<file path="src/inc/pin_routing_map.svh">
`ifndef PIN_ROUTING_MAP_SVH
`define PIN_ROUTING_MAP_SVH

// Register offsets on the control port.
`define SECONDARY_INPUT_ROUTING_ADDR     8'h12
`define MICROPHONE_INPUT_CONFIG_ADDR     8'h13
`define PIN_CONTROL_FUNCTIONS_ADDR       8'h14
`define BIAS_AND_CONVERT_PIN_SELECT_ADDR 8'h15

// Reset values.
`define SECONDARY_INPUT_ROUTING_RESET     8'h00
`define MICROPHONE_INPUT_CONFIG_RESET     8'h00
`define PIN_CONTROL_FUNCTIONS_RESET       8'h00
`define BIAS_AND_CONVERT_PIN_SELECT_RESET 8'h00

// Writable bits; the rest are reserved and read as zero.
`define SECONDARY_INPUT_ROUTING_MASK     8'hfc
`define MICROPHONE_INPUT_CONFIG_MASK     8'hff
`define PIN_CONTROL_FUNCTIONS_MASK       8'hff
`define BIAS_AND_CONVERT_PIN_SELECT_MASK 8'hf0
`define UNMAPPED_READ_VALUE              8'h00

// Secondary input routing fields.
`define AUX_PORT_IN_SOURCE_MSB     7
`define AUX_PORT_IN_SOURCE_LSB     5
`define AUX_PORT_IN_TWO_SOURCE_MSB 4
`define AUX_PORT_IN_TWO_SOURCE_LSB 2

// Microphone configuration fields.
`define REC_CH_ONE_TYPE_BIT     7
`define REC_CH_TWO_TYPE_BIT     6
`define MIC_PAIR_A_EDGE_BIT     5
`define MIC_PAIR_B_EDGE_BIT     4
`define MIC_PAIR_A_SOURCE_MSB   3
`define MIC_PAIR_A_SOURCE_LSB   2
`define MIC_PAIR_B_SOURCE_MSB   1
`define MIC_PAIR_B_SOURCE_LSB   0

// Pin control function fields.
`define MIC_SOURCE_OVERRIDE_BIT          7
`define SERIAL_OUT_WITH_IN_BIT           6
`define RECORD_CONV_POWERDOWN_PIN_MSB    5
`define RECORD_CONV_POWERDOWN_PIN_LSB    4
`define PLAYBACK_CONV_POWERDOWN_PIN_MSB  3
`define PLAYBACK_CONV_POWERDOWN_PIN_LSB  2
`define POWER_LIMIT_PIN_ENABLE_BIT       1
`define AUX_FUNCTION_PIN_ENABLE_BIT      0

// Bias and converter start fields.
`define BIAS_ENABLE_PIN_SELECT_MSB 7
`define BIAS_ENABLE_PIN_SELECT_LSB 6
`define AUX_CONVERT_START_PIN_MSB  5
`define AUX_CONVERT_START_PIN_LSB  4

// Serial out pin function codes.
`define SERIAL_OUT_DISABLED     4'h0
`define SERIAL_OUT_AS_INPUT     4'h1
`define SERIAL_OUT_PRIMARY_DATA 4'h5
`define SERIAL_OUT_RESERVED     4'hf

`endif

</file>
<file path="src/inc/pin_routing_pkg.sv">
package pin_routing_pkg;

   typedef enum logic [1:0]
   {
      PIN_NONE       = 2'b00,
      PIN_MULTI_ONE  = 2'b01,
      PIN_MULTI_TWO  = 2'b10,
      PIN_INPUT_ONLY = 2'b11
   } pin_source_type;

   typedef enum logic [2:0]
   {
      PORT_NONE       = 3'b000,
      PORT_MULTI_ONE  = 3'b001,
      PORT_MULTI_TWO  = 3'b010,
      PORT_INPUT_ONLY = 3'b011,
      PORT_SERIAL_OUT = 3'b100,
      PORT_PRIMARY_IN = 3'b101,
      PORT_SPARE_SIX  = 3'b110,
      PORT_SPARE_SEVEN = 3'b111
   } port_source_type;

endpackage

</file>
<file path="src/logic/routing_register_bank.sv">
`include "pin_routing_map.svh"

module routing_register_bank
   import pin_routing_pkg::*;
(
   input  wire logic       clock,
   input  wire logic       resetn,
   input  wire logic       write_enable,
   input  wire logic [7:0] address,
   input  wire logic [7:0] write_data,
   output logic      [7:0] read_data,
   output logic      [7:0] secondary_input_routing,
   output logic      [7:0] microphone_input_config,
   output logic      [7:0] pin_control_functions,
   output logic      [7:0] bias_and_convert_pin_select
);

   logic [7:0] next_read_data;

   // Reserved bits are never stored, so they always read back as zero.
   always_ff @(posedge clock)
   begin
      if (!resetn)
      begin
         secondary_input_routing     <= `SECONDARY_INPUT_ROUTING_RESET;
         microphone_input_config     <= `MICROPHONE_INPUT_CONFIG_RESET;
         pin_control_functions       <= `PIN_CONTROL_FUNCTIONS_RESET;
         bias_and_convert_pin_select <= `BIAS_AND_CONVERT_PIN_SELECT_RESET;
      end
      else if (write_enable)
      begin
         unique case (address)
            `SECONDARY_INPUT_ROUTING_ADDR:
               secondary_input_routing <= write_data & `SECONDARY_INPUT_ROUTING_MASK;
            `MICROPHONE_INPUT_CONFIG_ADDR:
               microphone_input_config <= write_data & `MICROPHONE_INPUT_CONFIG_MASK;
            `PIN_CONTROL_FUNCTIONS_ADDR:
               pin_control_functions <= write_data & `PIN_CONTROL_FUNCTIONS_MASK;
            `BIAS_AND_CONVERT_PIN_SELECT_ADDR:
               bias_and_convert_pin_select <= write_data
                                              & `BIAS_AND_CONVERT_PIN_SELECT_MASK;
            default:
            begin
            end
         endcase
      end
   end

   always_comb
   begin
      unique case (address)
         `SECONDARY_INPUT_ROUTING_ADDR:     next_read_data = secondary_input_routing;
         `MICROPHONE_INPUT_CONFIG_ADDR:     next_read_data = microphone_input_config;
         `PIN_CONTROL_FUNCTIONS_ADDR:       next_read_data = pin_control_functions;
         `BIAS_AND_CONVERT_PIN_SELECT_ADDR: next_read_data = bias_and_convert_pin_select;
         default:                           next_read_data = `UNMAPPED_READ_VALUE;
      endcase
   end

   always_ff @(posedge clock)
   begin
      if (!resetn)
         read_data <= `UNMAPPED_READ_VALUE;
      else
         read_data <= next_read_data;
   end

endmodule

</file>
<file path="src/logic/interface_pin_routing_cfg.sv">
`include "pin_routing_map.svh"

module interface_pin_routing_cfg
   import pin_routing_pkg::*;
(
   input  wire logic       CLOCK,
   input  wire logic       RESETN,
   input  wire logic       REG_WRITE,
   input  wire logic [7:0] REG_ADDRESS,
   input  wire logic [7:0] REG_WRITE_DATA,
   output logic      [7:0] REG_READ_DATA,
   input  wire logic       MULTI_PIN_ONE,
   input  wire logic       MULTI_PIN_TWO,
   input  wire logic       INPUT_ONLY_PIN,
   input  wire logic       SERIAL_IN_PIN,
   input  wire logic       SERIAL_OUT_PIN_IN,
   input  wire logic [3:0] SERIAL_OUT_FUNCTION,
   input  wire logic       PRIMARY_DATA_OUT,
   input  wire logic       SERIAL_OUT_ALT_DATA,
   input  wire logic       MIC_BIT_CLOCK,
   input  wire logic       RECORD_CONV_REG_POWERDOWN,
   input  wire logic       PLAYBACK_CONV_REG_POWERDOWN,
   output logic            AUX_PORT_IN_ONE,
   output logic            AUX_PORT_IN_TWO,
   output logic            PRIMARY_DATA_IN,
   output logic            REC_CH_ONE_DIGITAL,
   output logic            REC_CH_TWO_DIGITAL,
   output logic            MIC_CH_ONE_BIT,
   output logic            MIC_CH_TWO_BIT,
   output logic            MIC_CH_THREE_BIT,
   output logic            MIC_CH_FOUR_BIT,
   output logic            RECORD_CONV_POWERDOWN,
   output logic            PLAYBACK_CONV_POWERDOWN,
   output logic            POWER_LIMIT_CONTROL,
   output logic            AUX_FUNCTION_INPUT,
   output logic            MICROPHONE_BIAS_ENABLE,
   output logic            AUX_CONVERT_START,
   output logic            SERIAL_OUT_PIN_OUT,
   output logic            SERIAL_OUT_PIN_OE
);

   logic [7:0]      secondary_input_routing;
   logic [7:0]      microphone_input_config;
   logic [7:0]      pin_control_functions;
   logic [7:0]      bias_and_convert_pin_select;
   port_source_type aux_port_in_source;
   port_source_type aux_port_in_two_source;
   pin_source_type  mic_pair_a_source;
   pin_source_type  mic_pair_b_source;
   pin_source_type  record_conv_powerdown_pin;
   pin_source_type  playback_conv_powerdown_pin;
   pin_source_type  bias_enable_pin_select;
   pin_source_type  aux_convert_start_pin;
   logic            mic_source_override;
   logic            serial_out_with_in;
   logic            mic_pair_a_edge;
   logic            mic_pair_b_edge;
   logic            mic_only_pin;
   logic            serial_out_input;
   logic            primary_in;
   logic            mic_pair_a_data;
   logic            mic_pair_b_data;
   logic            mic_clock_last;
   logic            mic_rise;
   logic            mic_fall;
   logic            start_pin;
   logic            start_pin_last;
   logic            next_out;
   logic            next_oe;

   function automatic logic pick_pin(pin_source_type sel, logic one, logic two, logic only);
      logic result;
      result = 1'b0;
      unique case (sel)
         PIN_NONE:       result = 1'b0;
         PIN_MULTI_ONE:  result = one;
         PIN_MULTI_TWO:  result = two;
         PIN_INPUT_ONLY: result = only;
      endcase
      return result;
   endfunction

   function automatic logic pick_port(port_source_type sel, logic one, logic two, logic only,
                                      logic serial_out, logic primary);
      logic result;
      result = 1'b0;
      unique case (sel)
         PORT_NONE:        result = 1'b0;
         PORT_MULTI_ONE:   result = one;
         PORT_MULTI_TWO:   result = two;
         PORT_INPUT_ONLY:  result = only;
         PORT_SERIAL_OUT:  result = serial_out;
         PORT_PRIMARY_IN:  result = primary;
         PORT_SPARE_SIX:   result = 1'b0;
         PORT_SPARE_SEVEN: result = 1'b0;
      endcase
      return result;
   endfunction

   routing_register_bank bank
   (
      .clock                       (CLOCK),
      .resetn                      (RESETN),
      .write_enable                (REG_WRITE),
      .address                     (REG_ADDRESS),
      .write_data                  (REG_WRITE_DATA),
      .read_data                   (REG_READ_DATA),
      .secondary_input_routing     (secondary_input_routing),
      .microphone_input_config     (microphone_input_config),
      .pin_control_functions       (pin_control_functions),
      .bias_and_convert_pin_select (bias_and_convert_pin_select)
   );

   assign aux_port_in_source = port_source_type'(
      secondary_input_routing[`AUX_PORT_IN_SOURCE_MSB:`AUX_PORT_IN_SOURCE_LSB]);
   assign aux_port_in_two_source = port_source_type'(
      secondary_input_routing[`AUX_PORT_IN_TWO_SOURCE_MSB:`AUX_PORT_IN_TWO_SOURCE_LSB]);
   assign mic_pair_a_source = pin_source_type'(
      microphone_input_config[`MIC_PAIR_A_SOURCE_MSB:`MIC_PAIR_A_SOURCE_LSB]);
   assign mic_pair_b_source = pin_source_type'(
      microphone_input_config[`MIC_PAIR_B_SOURCE_MSB:`MIC_PAIR_B_SOURCE_LSB]);
   assign record_conv_powerdown_pin = pin_source_type'(
      pin_control_functions[`RECORD_CONV_POWERDOWN_PIN_MSB:`RECORD_CONV_POWERDOWN_PIN_LSB]);
   assign playback_conv_powerdown_pin = pin_source_type'(
      pin_control_functions[`PLAYBACK_CONV_POWERDOWN_PIN_MSB:`PLAYBACK_CONV_POWERDOWN_PIN_LSB]);
   assign bias_enable_pin_select = pin_source_type'(
      bias_and_convert_pin_select[`BIAS_ENABLE_PIN_SELECT_MSB:`BIAS_ENABLE_PIN_SELECT_LSB]);
   assign aux_convert_start_pin = pin_source_type'(
      bias_and_convert_pin_select[`AUX_CONVERT_START_PIN_MSB:`AUX_CONVERT_START_PIN_LSB]);
   assign mic_source_override = pin_control_functions[`MIC_SOURCE_OVERRIDE_BIT];
   assign serial_out_with_in  = pin_control_functions[`SERIAL_OUT_WITH_IN_BIT];
   assign mic_pair_a_edge     = microphone_input_config[`MIC_PAIR_A_EDGE_BIT];
   assign mic_pair_b_edge     = microphone_input_config[`MIC_PAIR_B_EDGE_BIT];

   // The serial out pin is only read back when it is configured to listen.
   assign serial_out_input = (serial_out_with_in || SERIAL_OUT_FUNCTION == `SERIAL_OUT_AS_INPUT)
                             ? SERIAL_OUT_PIN_IN : 1'b0;
   assign primary_in   = serial_out_with_in ? SERIAL_OUT_PIN_IN : SERIAL_IN_PIN;
   assign mic_only_pin = mic_source_override ? SERIAL_IN_PIN : INPUT_ONLY_PIN;

   assign mic_pair_a_data = pick_pin(mic_pair_a_source, MULTI_PIN_ONE, MULTI_PIN_TWO,
                                     mic_only_pin);
   assign mic_pair_b_data = pick_pin(mic_pair_b_source, MULTI_PIN_ONE, MULTI_PIN_TWO,
                                     mic_only_pin);
   assign mic_rise = MIC_BIT_CLOCK && !mic_clock_last;
   assign mic_fall = !MIC_BIT_CLOCK && mic_clock_last;
   assign start_pin = pick_pin(aux_convert_start_pin, MULTI_PIN_ONE, MULTI_PIN_TWO,
                               INPUT_ONLY_PIN);

   // Serial out pin drive; the shared mode keeps the primary data on the pin.
   always_comb
   begin
      next_out = 1'b0;
      next_oe  = 1'b0;
      if (serial_out_with_in)
      begin
         next_out = PRIMARY_DATA_OUT;
         next_oe  = 1'b1;
      end
      else
      begin
         unique case (SERIAL_OUT_FUNCTION)
            `SERIAL_OUT_DISABLED, `SERIAL_OUT_AS_INPUT, `SERIAL_OUT_RESERVED:
            begin
               next_out = 1'b0;
               next_oe  = 1'b0;
            end
            `SERIAL_OUT_PRIMARY_DATA:
            begin
               next_out = PRIMARY_DATA_OUT;
               next_oe  = 1'b1;
            end
            default:
            begin
               next_out = SERIAL_OUT_ALT_DATA;
               next_oe  = 1'b1;
            end
         endcase
      end
   end

   always_ff @(posedge CLOCK)
   begin
      if (!RESETN)
      begin
         AUX_PORT_IN_ONE <= 1'b0;
         AUX_PORT_IN_TWO <= 1'b0;
         PRIMARY_DATA_IN <= 1'b0;
      end
      else
      begin
         AUX_PORT_IN_ONE <= pick_port(aux_port_in_source, MULTI_PIN_ONE, MULTI_PIN_TWO,
                                      INPUT_ONLY_PIN, serial_out_input, primary_in);
         AUX_PORT_IN_TWO <= pick_port(aux_port_in_two_source, MULTI_PIN_ONE, MULTI_PIN_TWO,
                                      INPUT_ONLY_PIN, serial_out_input, primary_in);
         PRIMARY_DATA_IN <= primary_in;
      end
   end

   assign REC_CH_ONE_DIGITAL = microphone_input_config[`REC_CH_ONE_TYPE_BIT];
   assign REC_CH_TWO_DIGITAL = microphone_input_config[`REC_CH_TWO_TYPE_BIT];

   // Microphone data is captured on both edges of the sampled bit clock; the edge bit picks which channel of each pair takes the rising one.
   always_ff @(posedge CLOCK)
   begin
      if (!RESETN)
      begin
         mic_clock_last   <= 1'b0;
         MIC_CH_ONE_BIT   <= 1'b0;
         MIC_CH_TWO_BIT   <= 1'b0;
         MIC_CH_THREE_BIT <= 1'b0;
         MIC_CH_FOUR_BIT  <= 1'b0;
      end
      else
      begin
         mic_clock_last <= MIC_BIT_CLOCK;
         if (mic_pair_a_edge ? mic_rise : mic_fall)
            MIC_CH_ONE_BIT <= mic_pair_a_data;
         if (mic_pair_a_edge ? mic_fall : mic_rise)
            MIC_CH_TWO_BIT <= mic_pair_a_data;
         if (mic_pair_b_edge ? mic_rise : mic_fall)
            MIC_CH_THREE_BIT <= mic_pair_b_data;
         if (mic_pair_b_edge ? mic_fall : mic_rise)
            MIC_CH_FOUR_BIT <= mic_pair_b_data;
      end
   end

   always_ff @(posedge CLOCK)
   begin
      if (!RESETN)
      begin
         RECORD_CONV_POWERDOWN   <= 1'b0;
         PLAYBACK_CONV_POWERDOWN <= 1'b0;
         POWER_LIMIT_CONTROL     <= 1'b0;
         AUX_FUNCTION_INPUT      <= 1'b0;
         MICROPHONE_BIAS_ENABLE  <= 1'b0;
      end
      else
      begin
         RECORD_CONV_POWERDOWN <= RECORD_CONV_REG_POWERDOWN ||
            pick_pin(record_conv_powerdown_pin, MULTI_PIN_ONE, MULTI_PIN_TWO,
                     INPUT_ONLY_PIN);
         PLAYBACK_CONV_POWERDOWN <= PLAYBACK_CONV_REG_POWERDOWN ||
            pick_pin(playback_conv_powerdown_pin, MULTI_PIN_ONE, MULTI_PIN_TWO,
                     INPUT_ONLY_PIN);
         POWER_LIMIT_CONTROL <= pin_control_functions[`POWER_LIMIT_PIN_ENABLE_BIT]
                                && MULTI_PIN_ONE;
         AUX_FUNCTION_INPUT <= pin_control_functions[`AUX_FUNCTION_PIN_ENABLE_BIT]
                               && MULTI_PIN_ONE;
         MICROPHONE_BIAS_ENABLE <= pick_pin(bias_enable_pin_select, MULTI_PIN_ONE,
                                            MULTI_PIN_TWO, INPUT_ONLY_PIN);
      end
   end

   // A conversion start is a one-cycle pulse on the rising edge of the chosen pin.
   always_ff @(posedge CLOCK)
   begin
      if (!RESETN)
      begin
         start_pin_last    <= 1'b0;
         AUX_CONVERT_START <= 1'b0;
      end
      else
      begin
         start_pin_last    <= start_pin;
         AUX_CONVERT_START <= start_pin && !start_pin_last;
      end
   end

   always_ff @(posedge CLOCK)
   begin
      if (!RESETN)
      begin
         SERIAL_OUT_PIN_OUT <= 1'b0;
         SERIAL_OUT_PIN_OE  <= 1'b0;
      end
      else
      begin
         SERIAL_OUT_PIN_OUT <= next_out;
         SERIAL_OUT_PIN_OE  <= next_oe;
      end
   end
endmodule

</file>
<file path="config.mk">
export PLATFORM = sky130hd
export DESIGN_NAME = interface_pin_routing_cfg
export DESIGN_NICKNAME = d
export VERILOG_FILES = /design/src/inc/pin_routing_pkg.sv /design/src/logic/routing_register_bank.sv /design/src/logic/interface_pin_routing_cfg.sv
export VERILOG_INCLUDE_DIRS = /design/src /design/src/inc
export SDC_FILE = /design/constraint.sdc
export NUM_CORES = 1
export LEC_CHECK = 0
export BUFFER_PORTS_ARGS = -buffer_cell sky130_fd_sc_hd__buf_4
export CELL_PAD_IN_SITES_DETAIL_PLACEMENT = 1
export CELL_PAD_IN_SITES_GLOBAL_PLACEMENT = 1
export CORE_ASPECT_RATIO = 1.2
export CORE_MARGIN = 3
export CORE_UTILIZATION = 42
export DETAILED_ROUTE_END_ITERATION = 10
export PLACE_DENSITY = 0.84
export RECOVER_POWER = 25
export SLEW_MARGIN = 25
export SYNTH_ARGS = -nofsm -noshare
export SYNTH_HDL_FRONTEND = slang
export SYNTH_SLANG_ARGS = --single-unit
</file>
<file path="constraint.sdc">
create_clock -name CLOCK -period 3.6 [get_ports CLOCK]
set_clock_uncertainty 0.15 [all_clocks]
set_input_delay 0.36 -clock CLOCK [delete_from_list [all_inputs] [get_ports CLOCK]]
set_output_delay 0.36 -clock CLOCK [all_outputs]
set_load 0.005 [all_outputs]
</file>
# Word level (Yosys, flattened, before mapping)
# Index checks and enable logic that the tools add are counted.
# word_totals
regBits,51
input_bits,33
output_inout_bits,25
elab_cells,110
# op_classes
n_eq_ne,39
muxes,22
reduce_logical,27
# op_table
operator,count
$eq 8x5->1 const B,4
$pmux 8 s4,1
$eq 2x2->1 const B,12
$eq 3x3->1 const B,8
$pmux 1 s4,6
$eq 2x1->1 const B,6
$eq 3x2->1 const B,4
$logic_not 2->1,6
$mux 1,12
$pmux 1 s6,2
$reduce_or 3->1,3
$reduce_and 2->1,4
$eq 3x1->1 const B,2
$logic_not 3->1,2
$logic_and 1x1->1,5
$eq 4x1->1 const B,1
$eq 4x3->1 const B,1
$eq 4x4->1 const B,1
$logic_not 4->1,1
$logic_not 1->1,3
$logic_or 1x1->1,3
$pmux 1 s2,1

# Logic depth before layout (Yosys ltp)
# logic_depth
depth_word,4
mapped_depth,5
ltp_nobuf,4

# Hierarchy
# A second synthesis with hierarchy kept.
# hier_totals
cells_unflattened,253
hier_area_um2,2429.8
# modules_own_cells
module,n_inst,cells_per_inst,area_per_inst_um2,seq_area_each_um2
routing_register_bank,1,157,1532.7,680.7
interface_pin_routing_cfg,1,96,897.1,340.3

# Least setup slack after synthesis
# OpenSTA, ideal clock, no wires.
# synth_path
path_type,input to register
from,input port REG_ADDRESS[5]
to,register bank.pin_control_functions[4]
setup_time_ps,72
t_arrival_ps,1627
t_required_ps,3378
setup_slack_ps,1751
path_stages,5
path_buffers,1
path_cell_list,or4b_4 nor3_2 and3_1 buf_4 mux2i_1
# synth_between
elab_chain_cells,2
# synth_rtl
element,line_no,source
from (decl),interface_pin_routing_cfg.sv:9,"input wire logic [7:0] REG_ADDRESS,"
$eq 8x5->1,routing_register_bank.sv:32,unique case (address)
$reduce_and 2->1 (no source line),-,
to (signal assigned),routing_register_bank.sv:27,pin_control_functions <= `PIN_CONTROL_FUNCTIONS_RESET;
to (signal assigned),routing_register_bank.sv:38,pin_control_functions <= write_data & `PIN_CONTROL_FUNCTIONS_MASK;
to (decl),routing_register_bank.sv:14,"output logic [7:0] pin_control_functions,"
# No other way between the ends.
# A chain may end at the register's enable or synchronous reset.

# Worst setup path in the final report
# layout_path
from,input port REG_ADDRESS[5]
to,register bank.pin_control_functions[0]
# The elaborated chain is that of the path after synthesis.

==> impl_results.md <==
- Period utilization: 0.551
- Clk slew on worst S/H paths: 0.09 ns
- Vias in the first global route: 2127
- Inst Count DP: 367
- CTS tree: yes
- Die area: 6650 um^2
- Largest net degree at the start of global routing: 52
- Min Tclk post-route: 1.99 ns
- Setup ws final: 1.61 ns
- DPL Wire Length: 4820 um
- IO Port Bufs: 57
- Setup TNS: 0 ns
- Net Count, Synth: 296
- Mapped Cells: 263
- Sequential cell area: 1020 um^2
- Crit path required time: 3.68 ns
- Fin cells: 375
- First DRT Iteration DRCs: 117
- Clk buf depth: 2
- Max_cap viols: 0
- Final core occ: 0.548
- Area grow syn2layout: 23.5%
- WL per Instance: 17.7 um
- Asr flop ratio synth: 0
- Via/cell ratio: 5.75
- # H-tree levels: 2
- Worst flop-to-flop path endpoint: MIC_CH_THREE_BIT
- GP Congestion: 0.843
- Largest cells by area after synthesis: dfxtp_1 43%, mux2i_1 13%, nand2_1 6.7%, nor2_1 2.7%, a22oi_1 2.5%
- Layout Nets: 345
- EDFF count, synth: 0
- Delay-heaviest family, CP: simple AND/OR/NAND/NOR gates
- Synth Flop Type: dfxtp_1
- WS Path Type: in2reg
- First-pass GRT wire length: 10600 um
- Fmax: 504 MHz
- Worst hold start: PLAYBACK_CONV_REG_POWERDOWN
- Ys Warns: 0
- Slew HR: 0.467
- Result of the run: complete, no violations
- Buf+Inv Stages, Crit Path: 1
- Total power: 0.00114 W
- Slowest stage delay, CP: 0.59 ns
- DRC viols: 0
- Final setup fails: 0
- CP Launch Type: primary input
- Hold Path Cell Cnt: 2
- Area of the multi-input gates: 1270 um^2
- Post-route ant nets: 0
- Critical Path AT: 2.07 ns
- Initial antenna violation count: 0
- Core Region: 5410 um^2
- Max IR drop VDD: 0.000234 V
- Top cell type by total area after synthesis: dfxtp_1
- DIE HEIGHT: 88.8 um
- CP Capture Type: register
- Pleak: 1.23 nW
- Mean Syn Cell Area: 9.12 um^2
- Total CTS buffers: 5
- Die X: 75.0 um
- Gr usage total: 0.212
- CP cell instances: buf_4 > or4b_4 > nor3_2 > and3_1 > mux2i_1
- Post-synthesis sequential area ratio: 0.426
- Cell Pwr Density: 385 nW/um^2
- CP max-delay cell: or4b_4
- Cell variety after synth: 46
- RSZ-0062 raised after global routing: false
- Netlist Area Pre-Place: 2400 um^2
- Post-CTS sizing: 0
- Wirelength, routed: 6620 um
- Post CTS Setup Buffer Count: 0
- N_diodes: 0
- Clk root buf: clkbuf_8
- Row Count: 29
- Final Hold Violating Endpoints: 0
- First-pass DRT Iterations: 4
- Layout cell share with drive strength beyond 1: 0.243
- Cts hold-fix bufs: 0
- Worst-skew pair later-pin latency: 0.31 ns
- Fillers: 632
- Tightest Hold Check Type: in2reg
- Setup crit start: REG_ADDRESS[5]
- Synth top area share: 0.426
- Seq cells post-synth: 51
- Reg2Reg Setup Slack: 2.12 ns
- CP max FO: 8
- Final Slew Violations: 0
- Worst Tran Pin Value: 0.798 ns
- # IOs: 58
- Congestion Overflow GR: 0
- Hold EP: PLAYBACK_CONV_POWERDOWN
- Post-Place Setup Slack: 1.29 ns
- Reg2Reg Depth: 4
- Clock sinks: 51
- Initial Utilization: 0.443
- Via count: 2156
- Reg2reg start: bank.pin_control_functions[7]
-- flip-flops by register name, summed over array words and instances (netlist names), 4 cells and up --
| register | count |
|---|---|
| bank.microphone_input_config | 8 |
| bank.read_data | 8 |
| bank.secondary_input_routing | 6 |
| bank.bias_and_convert_pin_select | 4 |
| bank.pin_control_functions | 8 |
-- power breakdown --
group / switching [W] / internal [W] / leakage (nW)
Combinational: 0.0000514 / 0.0000436 / 0.758
Sequential: 0.00000369 / 0.000569 / 0.413
Clock: 0.000194 / 0.000277 / 0.0644
-- routing by layer --
layer  global-route usage  routed length, um  share of wire
met5                    0                  0              0
met4               0.0647                118          0.018
met3               0.0364                254          0.038
met2                0.371               3410           0.51
met1                0.261               2840           0.43
-- cells in the mapped netlist, types with 2 or more instances --
library cell and count:
dfxtp_1 51, o22ai_1 2, o21ai_0 7, nor3b_1 4, nor2b_1 8, nand2b_1 3
and3_1 8, a22oi_1 8, and2_1 3, o41ai_1 4, nand2_1 43, nor4_1 2
a211oi_1 3, inv_1 6, and3b_1 2, clkbuf_1 10, buf_4 2, mux2i_1 32
a221oi_1 3, nor2_1 17, buf_6 2, o21a_1 4, a21oi_1 9, a21boi_1 2
o21ai_1 3, o31ai_1 2, a22o_1 2, nor3_1 3
-- logic make-up after synthesis --
family | after synthesis | share of synthesized area
flip-flops | 51 | 0.426
multiplexers | 33 | 0.138
buffers and inverters | 22 | 0.0449
AND/OR/NAND/NOR | 104 | 0.239
AO/OA/AOI/OAI | 53 | 0.152
-- stage by stage --
stage | cell area (um^2) | hold WS [ns]
after floorplan | 2400 | 0.217
after global placement | 2830 | 0.225
after detailed placement | 2830 | 0.260
after CTS | 2960 | 0.107
after global routing | 2960 | 0.112
final | 2960 | 0.110
-- layout by cell type (no fill, tap or decap), types with 5 or more instances in the layout --
| cell type | instances |
|---|---|
| o21ai_0 | 7 |
| buf_4 | 47 |
| and3_1 | 8 |
| a21oi_1 | 9 |
| nand2_1 | 43 |
| inv_1 | 6 |
| mux2i_1 | 32 |
| nor2b_1 | 8 |
| a22oi_1 | 8 |
| clkbuf_4 | 11 |
| nor2_1 | 17 |
| dfxtp_1 | 51 |
| clkbuf_8 | 5 |
-- worst max path at each step --
stage,cells past startpoint,end,slack [ns]
2_1_floorplan,5,bank.pin_control_functions[4],1.75
3_3_place_gp,5,bank.pin_control_functions[4],1.37
3_5_place_dp,5,bank.pin_control_functions[3],1.29
4_1_cts,5,bank.pin_control_functions[3],1.60
5_1_grt,5,bank.pin_control_functions[0],1.53
6_report,5,bank.pin_control_functions[0],1.61
-- final cells by class --
type,count,share of cell area
inverters,6,0.00760
multi-input cells,190,0.428
clock inverters,3,0.0228
repair buffers,58,0.147
clock buffers,5,0.0232
flip-flops and latches,51,0.345
well taps,62,0.0262
No activity file was read; power rests on OpenSTA's default activity.
